===== config.mk =====
export PLATFORM = sky130hd
export DESIGN_NAME = apsel_pin_select
export DESIGN_NICKNAME = d
export VERILOG_FILES = /design/src/apsel_pkg.sv /design/src/apsel_pin_select.sv
export VERILOG_INCLUDE_DIRS = /design/src
export SDC_FILE = /design/constraint.sdc
export NUM_CORES = 1
export LEC_CHECK = 0
export ABC_AREA = 1
export BUFFER_PORTS_ARGS = -buffer_cell sky130_fd_sc_hd__clkbuf_2
export CAP_MARGIN = 20
export CORE_UTILIZATION = 40
export CTS_CLUSTER_DIAMETER = 80
export DETAILED_ROUTE_END_ITERATION = 12
export GPL_TIMING_DRIVEN = 0
export PLACE_DENSITY = 0.8
export SYNTH_ARGS = -nofsm -noshare
export SYNTH_HDL_FRONTEND = slang
export SYNTH_SLANG_ARGS = --single-unit

===== constraint.sdc =====
create_clock -name clk_sys -period 1.87 [get_ports clk_sys]
set_input_delay 0.187 -clock clk_sys [delete_from_list [all_inputs] [get_ports clk_sys]]
set_output_delay 0.187 -clock clk_sys [all_outputs]
set_load 0.02 [all_outputs]

===== src/apsel_regs.svh =====
`ifndef APSEL_REGS_SVH
`define APSEL_REGS_SVH
`define APSEL_ADDR_DLY_EN     16'hfa26
`define APSEL_ADDR_DLY_SET    16'hfa27
`define APSEL_ADDR_PORT2_DIR  16'hff22
`define APSEL_ADDR_PIN_SEL    16'hff8f
`define APSEL_RST_DLY_EN      8'h00
`define APSEL_RST_DLY_SET     8'h20
`define APSEL_RST_PORT2_DIR   8'hff
`define APSEL_RST_PIN_SEL     8'h08
`define APSEL_PIN_SEL_MAX     4'h8
`define APSEL_DLY_EN_BIT      7
`define APSEL_DLY_CODE_LSB    4
`define APSEL_DLY_CODE_MSB    6
`define APSEL_DLY_STEP_NS     2
`endif


===== src/apsel_pkg.sv =====
package apsel_pkg;
  typedef enum logic [1:0]
  {
    APSEL_DIGITAL_IN,
    APSEL_DIGITAL_OUT,
    APSEL_ANALOG_IDLE,
    APSEL_ANALOG_BAD
  } apsel_mode_e;
  typedef logic [7:0] apsel_byte_t;
endpackage : apsel_pkg


===== src/apsel_pin_select.sv =====
`include "apsel_regs.svh"
// Overview of operation
// - Pin-count code 0 all analog; each step to 8 frees one low pin; above prohibited.
// - Pin-select register resets to 08H, all pins digital.
// - Pin-select write inserts one wait cycle; avoid with peripheral clock stopped.
// - Delay-enable holds bit 7 only, resets 00H.
// - Delay code bits 6..4 give 2ns times code plus one; reset 20H.
// - Direction register one bit per pin, 1 input, resets FFH.
// - Analog needs direction 1; output latch then ignored.
// - Analog input feeds the selecting converter; both or output prohibited.
// - Digital pin uses direction bit alone for input or output.
// - Pin-select takes single-bit and whole-byte writes.
module apsel_pin_select
(
  input  wire logic        clk_sys,
  input  wire logic        rst,
  input  wire logic [15:0] addr,
  input  wire logic        wrEn,
  input  wire logic        bitWr,
  input  wire logic [2:0]  bitIdx,
  input  wire logic [7:0]  wrData,
  input  wire logic        rdEn,
  output logic      [7:0]  rdData,
  output logic             waitReq,
  input  wire logic [7:0]  portLatch,
  input  wire logic [7:0]  sarSelect,
  input  wire logic [7:0]  sigmaSelect,
  output logic      [7:0]  pinAnalog,
  output logic      [7:0]  pinOutEn,
  output logic      [7:0]  pinOut,
  output logic      [7:0]  sarInputEn,
  output logic      [7:0]  sigmaInputEn,
  output logic      [7:0]  pinConflict,
  output logic             delaySetEnable,
  output logic      [2:0]  delayCode,
  output logic      [4:0]  delayNs
);
  // Reset values kept as named constants: a literal cannot be bit-selected
  localparam logic [7:0] RstSel = `APSEL_RST_PIN_SEL;
  localparam logic [7:0] RstDir = `APSEL_RST_PORT2_DIR;
  localparam logic [7:0] RstEn  = `APSEL_RST_DLY_EN;
  localparam logic [7:0] RstDly = `APSEL_RST_DLY_SET;
  localparam logic [3:0] SelMax = `APSEL_PIN_SEL_MAX;
  localparam int         EnBit  = `APSEL_DLY_EN_BIT;
  localparam int         CodeLo = `APSEL_DLY_CODE_LSB;
  localparam int         CodeHi = `APSEL_DLY_CODE_MSB;
  localparam int         StepNs = `APSEL_DLY_STEP_NS;

  logic [3:0] analogPinCount;
  apsel_pkg::apsel_byte_t port2Direction;
  logic       waitPending;
  logic [7:0] pinOutReg;

  wire hitSel = addr == `APSEL_ADDR_PIN_SEL;
  wire hitDir = addr == `APSEL_ADDR_PORT2_DIR;
  wire hitEn  = addr == `APSEL_ADDR_DLY_EN;
  wire hitDly = addr == `APSEL_ADDR_DLY_SET;

  // Merge one bit into the old value for bit writes
  function automatic logic [7:0] mergeWrite(input logic [7:0] oldVal,
                                            input logic       isBit,
                                            input logic [2:0] idx,
                                            input logic [7:0] newVal);
    logic [7:0] r;
    r = oldVal;
    if (isBit)
      r[idx] = newVal[idx];
    else
      r = newVal;
    return r;
  endfunction : mergeWrite

  // One mode per pin; routing and the conflict flag both derive from it
  function automatic apsel_pkg::apsel_mode_e pinMode(input logic ana,
                                                     input logic dirIn);
    apsel_pkg::apsel_mode_e m;
    if (!ana)
      m = dirIn ? apsel_pkg::APSEL_DIGITAL_IN : apsel_pkg::APSEL_DIGITAL_OUT;
    else
      m = dirIn ? apsel_pkg::APSEL_ANALOG_IDLE : apsel_pkg::APSEL_ANALOG_BAD;
    return m;
  endfunction : pinMode

  wire [7:0] selMerged = mergeWrite({4'h0, analogPinCount}, bitWr, bitIdx,
                                    wrData);
  wire [7:0] dirMerged = mergeWrite(port2Direction, bitWr, bitIdx, wrData);
  wire       selLegal  = selMerged[3:0] <= SelMax;

  // Decoded write strobes; a pin-select write in its wait cycle, the cycle after the write, is ignored
  wire wrSel    = wrEn && hitSel && !waitPending;
  wire wrDir    = wrEn && hitDir;
  wire wrDlyEn  = wrEn && hitEn;
  wire wrDlySet = wrEn && hitDly;

  always_ff @(posedge clk_sys or posedge rst)
  begin
    if (rst)
      waitPending <= 1'b0;
    else
      waitPending <= wrSel;
  end

  always_ff @(posedge clk_sys or posedge rst)
  begin
    if (rst)
      analogPinCount <= RstSel[3:0];
    else if (wrSel && selLegal)
      analogPinCount <= selMerged[3:0];
  end

  always_ff @(posedge clk_sys or posedge rst)
  begin
    if (rst)
      port2Direction <= RstDir;
    else if (wrDir)
      port2Direction <= dirMerged;
  end

  always_ff @(posedge clk_sys or posedge rst)
  begin
    if (rst)
      delaySetEnable <= RstEn[EnBit];
    else if (wrDlyEn)
      delaySetEnable <= wrData[EnBit];
  end

  // code field only
  // Not gated by the enable bit: keeping that order is software's duty
  always_ff @(posedge clk_sys or posedge rst)
  begin
    if (rst)
      delayCode <= RstDly[CodeHi:CodeLo];
    else if (wrDlySet)
      delayCode <= wrData[CodeHi:CodeLo];
  end

  // Wait is raised combinationally in the first cycle of a pin-select write
  assign waitReq = wrSel;

  wire [7:0] rdSel = {4'h0, analogPinCount};
  wire [7:0] rdEnR = {delaySetEnable, 7'h00};
  wire [7:0] rdDly = {1'b0, delayCode, 4'h0};
  wire [7:0] rdMux = !rdEn  ? 8'h00 :
                     hitSel ? rdSel :
                     hitDir ? port2Direction :
                     hitEn  ? rdEnR :
                     hitDly ? rdDly : 8'h00;

  always_ff @(posedge clk_sys or posedge rst)
  begin
    if (rst)
      rdData <= 8'h00;
    else
      rdData <= rdMux;
  end

  // Latch copy is registered so the pin data comes from a flip-flop
  always_ff @(posedge clk_sys or posedge rst)
  begin
    if (rst)
      pinOutReg <= 8'h00;
    else
      pinOutReg <= portLatch;
  end

  assign delayNs = 5'(StepNs * ({2'b00, delayCode} + 5'd1));

  genvar i;
  generate
    for (i = 0; i < 8; i++)
    begin : g_pin
      wire isAnalog = 4'(i) >= analogPinCount;
      apsel_pkg::apsel_mode_e pinSt;
      assign pinSt = pinMode(isAnalog, port2Direction[i]);
      wire anaIn    = pinSt == apsel_pkg::APSEL_ANALOG_IDLE;
      assign pinAnalog[i]    = isAnalog;
      assign pinOutEn[i]     = pinSt == apsel_pkg::APSEL_DIGITAL_OUT;
      assign pinOut[i]       = pinOutEn[i] ? pinOutReg[i] : 1'b0;
      assign sarInputEn[i]   = anaIn && sarSelect[i] && !sigmaSelect[i];
      assign sigmaInputEn[i] = anaIn && sigmaSelect[i] && !sarSelect[i];
      assign pinConflict[i]  = (sarSelect[i] || sigmaSelect[i]) &&
                               (!anaIn || (sarSelect[i] && sigmaSelect[i]));
    end
  endgenerate
endmodule : apsel_pin_select


==> reports/summary.txt, run 1 <==
max_cap viols = 0
critical path required time = 1.68 ns
Avg Cell Area, Syn = 6.853 um^2
CP max-delay cell = dfrtp_2
share of flip-flops with an asynchronous set or reset = 100.0%
Yosys top cell area share = 24.00%
sequential fraction of the synthesis area = 34.95%
CP endpoint kind = primary output
Post-Syn Nets = 407
worst skew pair latency = 0.29 ns
r2r endpoint = analogPinCount[0]
Max Freq = 522.5 MHz
dpl ws = 0.07067 ns
crit path DAT = 1.73 ns
CTS Buf Count = 5
TritonCTS clock tree = done
fill count = 505
clock skew = 0.003801 ns
GPL Wtd Cong = 0.8436
smallest hold slack = 0.007444 ns
H-tree depth = 2
Startpoint Class = register
area grow syn2layout = 46.69%
DRC Markers = 0
core area = 0.005642 mm^2
Static Leakage = 1.897 nW
num ports = 122
final period demand of the worst path = 1.914 ns
Pre-Repair DR Iteration Count = 4
placed insts = 541
crit-path max FO = 5
vias in the first global route = 2472
Worst path max stage delay = 0.46 ns
worst hold path type = in -> reg
CTS Buffer Depth = 2
Slew Viols, Final = 0
fin cells = 572
chip height = 79.44 um
CP cell instances = nor2_4 > buf_4 > nand2_2 > nor2_2 > inv_2 > maj3_1 > buf_6
worst r2r src = analogPinCount[0]
DP HPWL = 5.057 mm
Worst setup startpoint = analogPinCount[2]
Reg clk slew, reported paths = 0.07 ns
worst setup path endpoint = pinConflict[2]
Initial Util = 42.51%
#FFs+latches synth = 33
Die Area = 0.006310 mm^2
DR vias = 2797
Final Setup Violations = 2
leading area contributor after synthesis = dfrtp_1
synth cell count leaders = nand2_1, nor2_1, inv_1, nand3_1, dfrtp_1
ANT nets after route = 0
kind of critical path = reg -> out
initial antenna violation count = 0
yosys warns = 0
period utilization = 102.3%
GRT Total Usage = 20.58%
WHS Path Cells = 1
Root Buffer = clkbuf_8
top-count cell post-synth = nand2_1
RSZ-0062 raised after global routing = yes
synth top area cells = dfrtp_1, nand2_1, dfstp_2
status = complete, but fails checks
largest net degree at the start of global routing = 25
drt via density = 4.890
Final nets = 556
post-layout util = 62.36%
synthesized area = 0.002399 mm^2
Antenna Cells = 0
DRT iter0 DRCs = 89
Post-synth EDFFs = 0
grt total ovfl = 0
Fin. Hold Viols = 0
power per cell area = 437.5 mW/mm^2
dominant synthesized flop cell = dfrtp_1
maximum VDD drop = 263.9 uV
setup ws final = -0.04378 ns
die width = 79.44 um
Syn Inst Count = 350
Port Buffer Count = 118
share of cells above drive strength 1 = 42.00%
failing checks = negative setup slack
reg2reg path depth = 8
standard-cell rows = 27
WL/cell = 11.49 um
Unique masters post-synth = 35
CTS Sinks = 33
flop2flop setup slack = 0.47 ns
first-pass GRT wire length = 10.31 mm
Post-Route WL = 6.575 mm
## how the worst min path moves through the flow
stage            startpoint            to  slack [ns]
2_1_floorplan  portLatch[0]  pinOutReg[0]        0.22
3_3_place_gp   portLatch[4]  pinOutReg[4]        0.30
3_5_place_dp            rst  pinOutReg[6]        0.20
4_1_cts        portLatch[5]  pinOutReg[5]      0.0004
5_1_grt        portLatch[5]  pinOutReg[5]       0.006
6_report       portLatch[5]  pinOutReg[5]       0.007
## per-stage QoR
step	cell area (um^2)	total power, W	setup TNS (ns)
after floorplan	2399	0.0008769	0
after global placement	3079	0.0009771	0
after detailed placement	3107	0.0009919	0
after CTS	3446	0.001551	-0.05608
after global routing	3518	0.001607	-0.5037
final	3518	0.001539	-0.06462
## timing repair
item / CTS / global route
setup endpoints to repair: 12 / 12
cloned: 0 / 0
pin swaps: 5 / 5
setup buffers: 14 / 1
hold buffers: 7 / 1
hold endpoints to repair: 15 / 1
gates resized for setup: 20 / 28
## power breakdown
group | leakage, nW | internal [W] | switching (W)
Sequential | 0.398 | 0.000723 | 0.00000236
Combinational | 1.45 | 0.000118 | 0.000160
Clock | 0.0439 | 0.000257 | 0.000279
## cells in the final DEF (no fill, tap or decap), types with 3 or more instances in the layout
cell type	count
nor3_1	8
clkinv_2	3
buf_4	24
nor3_2	5
o21ai_0	8
clkbuf_1	3
buf_2	5
o211ai_1	4
buf_6	4
dfrtp_1	21
a21oi_1	14
nand2_2	5
inv_1	44
inv_2	10
nand3_2	3
nor2_4	5
clkbuf_2	108
and3_1	3
nor3b_1	4
dfstp_2	10
dlygate4sd3_1	8
o21ai_1	8
nor2_2	4
nand3_1	27
clkbuf_8	5
maj3_2	3
nand2_1	69
nand4_1	3
maj3_1	5
nor2_1	54
## worst max-delay path: cells and delay by family, from the launching register on
family                   cells  cell delay [ns]
AND/OR/NAND/NOR              3             0.31
buffers and inverters        3             0.33
adder cells (fa/ha/maj)      1             0.35
flip-flops                   1             0.46
## layer usage
metal / wire, um / GRT usage, % / part of all wire, %
met5: 0 / 0 / 0
met2: 3357 / 37.09 / 51
met1: 2713 / 23.94 / 41
met3: 435 / 4.800 / 6.6
met4: 68 / 6.182 / 1.0
## layout make-up
| type | count | area (um^2) | area share (%) |
|---|---|---|---|
| multi-input combinational | 246 | 1320 | 37.52 |
| clock buffer | 5 | 68.82 | 1.956 |
| sequential | 33 | 840.8 | 23.90 |
| tap | 72 | 90.09 | 2.560 |
| timing repair buffer | 142 | 867.1 | 24.64 |
| inverter | 56 | 214.0 | 6.081 |
| buffer | 15 | 100.1 | 2.845 |
| clock inverter | 3 | 17.52 | 0.4979 |
## flip-flops by register name (all words and copies together), names as in the netlist
name	cells
delayCode	3
waitPending	1
pinOutReg	8
analogPinCount	4
rdData	8
port2Direction	8
delaySetEnable	1
## kinds of logic (layout without fill, tap and decap cells)
kind of cell	count (synthesis)	count (layout)	share of synthesized area, %
other	1	1	0.1563
and+or+nand+nor	196	196	38.71
DFF	33	33	34.95
AOI/OAI and AO/OA	39	39	9.025
xor gates and xnor gates	1	1	0.3652
buffers and inverters	71	221	12.83
adders and majority gates	9	9	3.964
No activity file was read; power rests on OpenSTA's default activity.
==> run 2, diff against run 1 <==
--- a/config.mk
+++ b/config.mk
@@ -6,14 +6,13 @@
 export SDC_FILE = /design/constraint.sdc
 export NUM_CORES = 1
 export LEC_CHECK = 0
-export ABC_AREA = 1
 export BUFFER_PORTS_ARGS = -buffer_cell sky130_fd_sc_hd__clkbuf_2
 export CAP_MARGIN = 20
 export CORE_UTILIZATION = 40
 export CTS_CLUSTER_DIAMETER = 80
 export DETAILED_ROUTE_END_ITERATION = 12
 export GPL_TIMING_DRIVEN = 0
-export PLACE_DENSITY = 0.8
+export PLACE_DENSITY = 0.81
 export SYNTH_ARGS = -nofsm -noshare
 export SYNTH_HDL_FRONTEND = slang
 export SYNTH_SLANG_ARGS = --single-unit
==> run 2 against run 1 <==
The flow still finishes with violations (negative setup slack). Sequential share of layout area increased by 0.62 points. Non-clock buffer count increased by 2. Sequential power about the same. Clock power increased by 11%. Sequential cell count unchanged. First-iteration DRC count increased by 4.5%. Synthesized area decreased by 8.4%. Synthesized cell count decreased by 31%. Critical path depth decreased by 2. Die area decreased by 8.2%. Largest cell class unchanged.
==> reports/summary.txt, run 2 <==
dominant synthesized flop cell = dfrtp_1 (unchanged)
Die Area = 0.005793 mm^2 (was 0.006310 mm^2)
standard-cell rows = 26 (was 27)
Post-Syn Nets = 300 (was 407)
synth top area cells = dfrtp_1, dfstp_2, nor3b_1 (was dfrtp_1, nand2_1, dfstp_2)
kind of critical path = reg -> out (unchanged)
TritonCTS clock tree = done (unchanged)
worst hold path type = in -> reg (unchanged)
Rel. slew slack = 44.41%
Final Setup Violations = 8 (was 2)
largest net degree at the start of global routing = 23 (was 25)
area grow syn2layout = 56.78% (was 46.69%)
chip height = 76.12 um (was 79.44 um)
Syn Inst Count = 243 (was 350)
Pre-Repair DR Iteration Count = 4 (unchanged)
clock power share = 37.3% (was 34.8%)
Avg Cell Area, Syn = 9.042 um^2 (was 6.853 um^2)
post-layout util = 66.18% (was 62.36%)
WL/cell = 14.04 um (was 11.49 um)
period utilization = 102.4% (was 102.3%)
share of cells above drive strength 1 = 55.78% (was 42.00%)
synthesized area = 0.002197 mm^2 (was 0.002399 mm^2)
#FFs+latches synth = 33 (unchanged)
Startpoint Class = register (unchanged)
most frequent cells in the layout = clkbuf_2, buf_4, dfrtp_1, nor2_1, nand2_1 (was clkbuf_2, nand2_1, nor2_1, inv_1, nand3_1)
final instance area = 0.003445 mm^2 (was 0.003518 mm^2)
placed insts = 432 (was 541)
final period demand of the worst path = 1.915 ns (was 1.914 ns)
Seq. cell area = 844.6 um^2 (was 840.8 um^2)
power per cell area = 461.6 mW/mm^2 (was 437.5 mW/mm^2)
RSZ-0062 raised after global routing = yes (unchanged)
core area = 0.005205 mm^2 (was 0.005642 mm^2)
Unique masters post-synth = 52 (was 35)
DR vias = 2412 (was 2797)
max_cap viols = 0 (unchanged)
Fin. Hold Viols = 0 (unchanged)
CTS Buffer Depth = 2 (unchanged)
synth cell count leaders = dfrtp_1, nor2_1, nand2_1, nor3b_1 (was nand2_1, nor2_1, inv_1, nand3_1, dfrtp_1)
Slew @ Worst Pin = 0.8329 ns
post-synthesis mux area share = 6.720% (was 0%)
setup ws final = -0.04453 ns (was -0.04378 ns)
Worst path max stage delay = 0.50 ns (was 0.46 ns)
CTS Sinks = 33 (unchanged)
crit-path max FO = 7 (was 5)
GRT Total Usage = 21.97% (was 20.58%)
CP endpoint kind = primary output (unchanged)
maximum VDD drop = 317.5 uV (was 263.9 uV)
Final nets = 445 (was 556)
initial antenna violation count = 0 (unchanged)
Reg clk slew, reported paths = 0.07 ns (about the same)
drt via density = 5.255 (was 4.890)
critical path required time = 1.68 ns (about the same)
P_int = 0.001179 W (was 0.001098 W)
leading area contributor after synthesis = dfrtp_1 (unchanged)
share of flip-flops with an asynchronous set or reset = 100.0% (unchanged)
clock skew = 0.008269 ns (was 0.003801 ns)
DP Area = 0.002890 mm^2 (was 0.003107 mm^2)
Post-Route WL = 6.444 mm (was 6.575 mm)
fill count = 435 (was 505)
Static Leakage = 1.617 nW (was 1.897 nW)
Synth Area in XOR/XNOR = 0.7973% (was 0.3652%)
first-pass GRT wire length = 10.27 mm (was 10.31 mm)
proportion of power drawn by combinational gates = 17.0% (was 18.1%)
DP HPWL = 4.722 mm (was 5.057 mm)
Root Buffer = clkbuf_8 (unchanged)
worst skew pair latency = 0.28 ns (was 0.29 ns)
CP cell instances = buf_4 > a31oi_4 > nand2_2 > maj3_2 > buf_6 (was nor2_4 > buf_4 > nand2_2 > nor2_2 > inv_2 > maj3_1 > buf_6)
GPL Wtd Cong = 0.8967 (was 0.8436)
DRC Markers = 0 (unchanged)
Post-synth EDFFs = 0 (unchanged)
H-tree depth = 2 (unchanged)
biggest regs = pinOutReg x8, port2Direction x8, rdData x8 (unchanged)
failing checks = negative setup slack (unchanged)
top-count cell post-synth = dfrtp_1 (was nand2_1)
most common cell after layout, fill and taps aside = clkbuf_2 (unchanged)
grt total ovfl = 0 (unchanged)
crit path DAT = 1.73 ns (about the same)
vias in the first global route = 2253 (was 2472)
Slew Viols, Final = 0 (unchanged)
switching power total = 0.0004107 W (was 0.0004415 W)
fin cells = 459 (was 572)
die width = 76.12 um (was 79.44 um)
Initial Util = 42.21% (was 42.51%)
status = complete, but fails checks (unchanged)
DRT iter0 DRCs = 93 (was 89)
Flop pwr share = 45.6% (was 47.1%)
largest family of logic cells by synthesized area = simple AND/OR/NAND/NOR gates (unchanged)
sw frac = 25.83% (was 28.68%)
Port Buffer Count = 118 (unchanged)
area taken by multi-input logic gates = 0.001388 mm^2 (was 0.001320 mm^2)
yosys warns = 0 (unchanged)
simple-gate share of the synthesized area = 28.82% (was 38.71%)
Setup TNS = -0.1459 ns (was -0.06462 ns)
num ports = 122 (unchanged)
Compound-Gate Fraction of Synth Area = 14.41% (was 9.025%)
Yosys top cell area share = 26.20% (was 24.00%)
sequential fraction of the synthesis area = 38.15% (was 34.95%)
Max Freq = 522.3 MHz (was 522.5 MHz)
Antenna Cells = 0 (unchanged)
ANT nets after route = 0 (unchanged)
adder-cell share of the synthesized area = 4.214% (was 3.965%)
CP max-delay cell = dfrtp_2 (unchanged)
CTS Buf Count = 5 (unchanged)
[run 2: cell count changes in the layout (fill, tap and decap cells not counted), moves of 7 or more]
cell / delta
nor2_1: -38
inv_2: -10
and2_1: +7
mux2i_1: +8
nand3_1: -18
a22oi_1: +9
a21oi_1: -7
inv_1: -36
nand2_1: -56
o21ai_1: -8
nor3_1: -7
[run 2: cells by family (layout without fill, tap and decap cells)]
family | Yosys count | count (layout)
simple gates | 108 | 108
compound gates | 47 | 47
flops | 33 | 33
buf+inv | 29 | 175
mux | 14 | 14
fa+ha+maj | 9 | 9
xor+xnor | 2 | 2
other cells | 1 | 1
[run 2: final timing paths]
| check | cells past startpoint | start | to | slack [ns] |
|---|---|---|---|---|
| min in group asynchronous | 2 | rst | pinOutReg[7] | 0.05 |
| min reg2reg | 1 | delaySetEnable | delaySetEnable | 0.55 |
| max reg2reg | 7 | analogPinCount[1] | analogPinCount[1] | 0.13 |
| min | 1 | portLatch[4] | pinOutReg[4] | 0.005 |
| max | 5 | analogPinCount[1] | pinConflict[6] | -0.04 |
| max in group asynchronous | 3 | rst | port2Direction[6] | 1.17 |
[run 2: final cells by class]
class	instances	share of cell area, %
Multi-Input combinational cell	181	40.28
Timing Repair Buffer	140	25.03
Sequential cell	33	24.52
Buffer	19	3.814
Clock buffer	7	2.797
Tap cell	70	2.543
Inverter	8	0.8718
Clock inverter	1	0.1453
[run 2: metal layers]
metal	track usage [%]	wire length, um	vias to the layer above
li1	-	-	1166
met1	27.49	2702	1129
met2	38.55	3240	108
met5	0	0	-
met3	4.431	437	9
met4	5.769	63	0
[run 2: critical path: cells and delay by family, from the launching register on]
kind	cells	cell delay (ns)
DFF	1	0.50
adders and majority gates	1	0.32
and+or+nand+nor	1	0.11
buffers and inverters	2	0.31
AOI/OAI and AO/OA	1	0.19
[run 2: stage by stage]
stage	hold slack [ns]	worst slack [ns]	power [W]
after floorplan	0.2184	-0.1768	0.0008630
after detailed placement	0.2970	-0.4132	0.0009805
after CTS	0.001901	-0.06665	0.001579
after global placement	0.2951	-0.3881	0.0009720
final	0.004601	-0.04453	0.001590
after global routing	0.004994	-0.1120	0.001648
[run 2: timing repair]
action | CTS | global route
pin swaps | 13 | 18
setup endpoints to repair | 43 | 38
resized for setup | 33 | 68
setup buffers | 11 | 8
hold endpoints to repair | 2 | 0
hold buffers | 2 | 0
[run 2: power by group through the flow]
stage | combinational (W) | clock [W] | sequential (W)
floorplan | 0.000126 | 0 | 0.000737
global placement | 0.000234 | 0 | 0.000738
detailed placement | 0.000242 | 0 | 0.000738
CTS | 0.000253 | 0.000601 | 0.000726
global route | 0.000295 | 0.000626 | 0.000726
finish | 0.000271 | 0.000594 | 0.000726
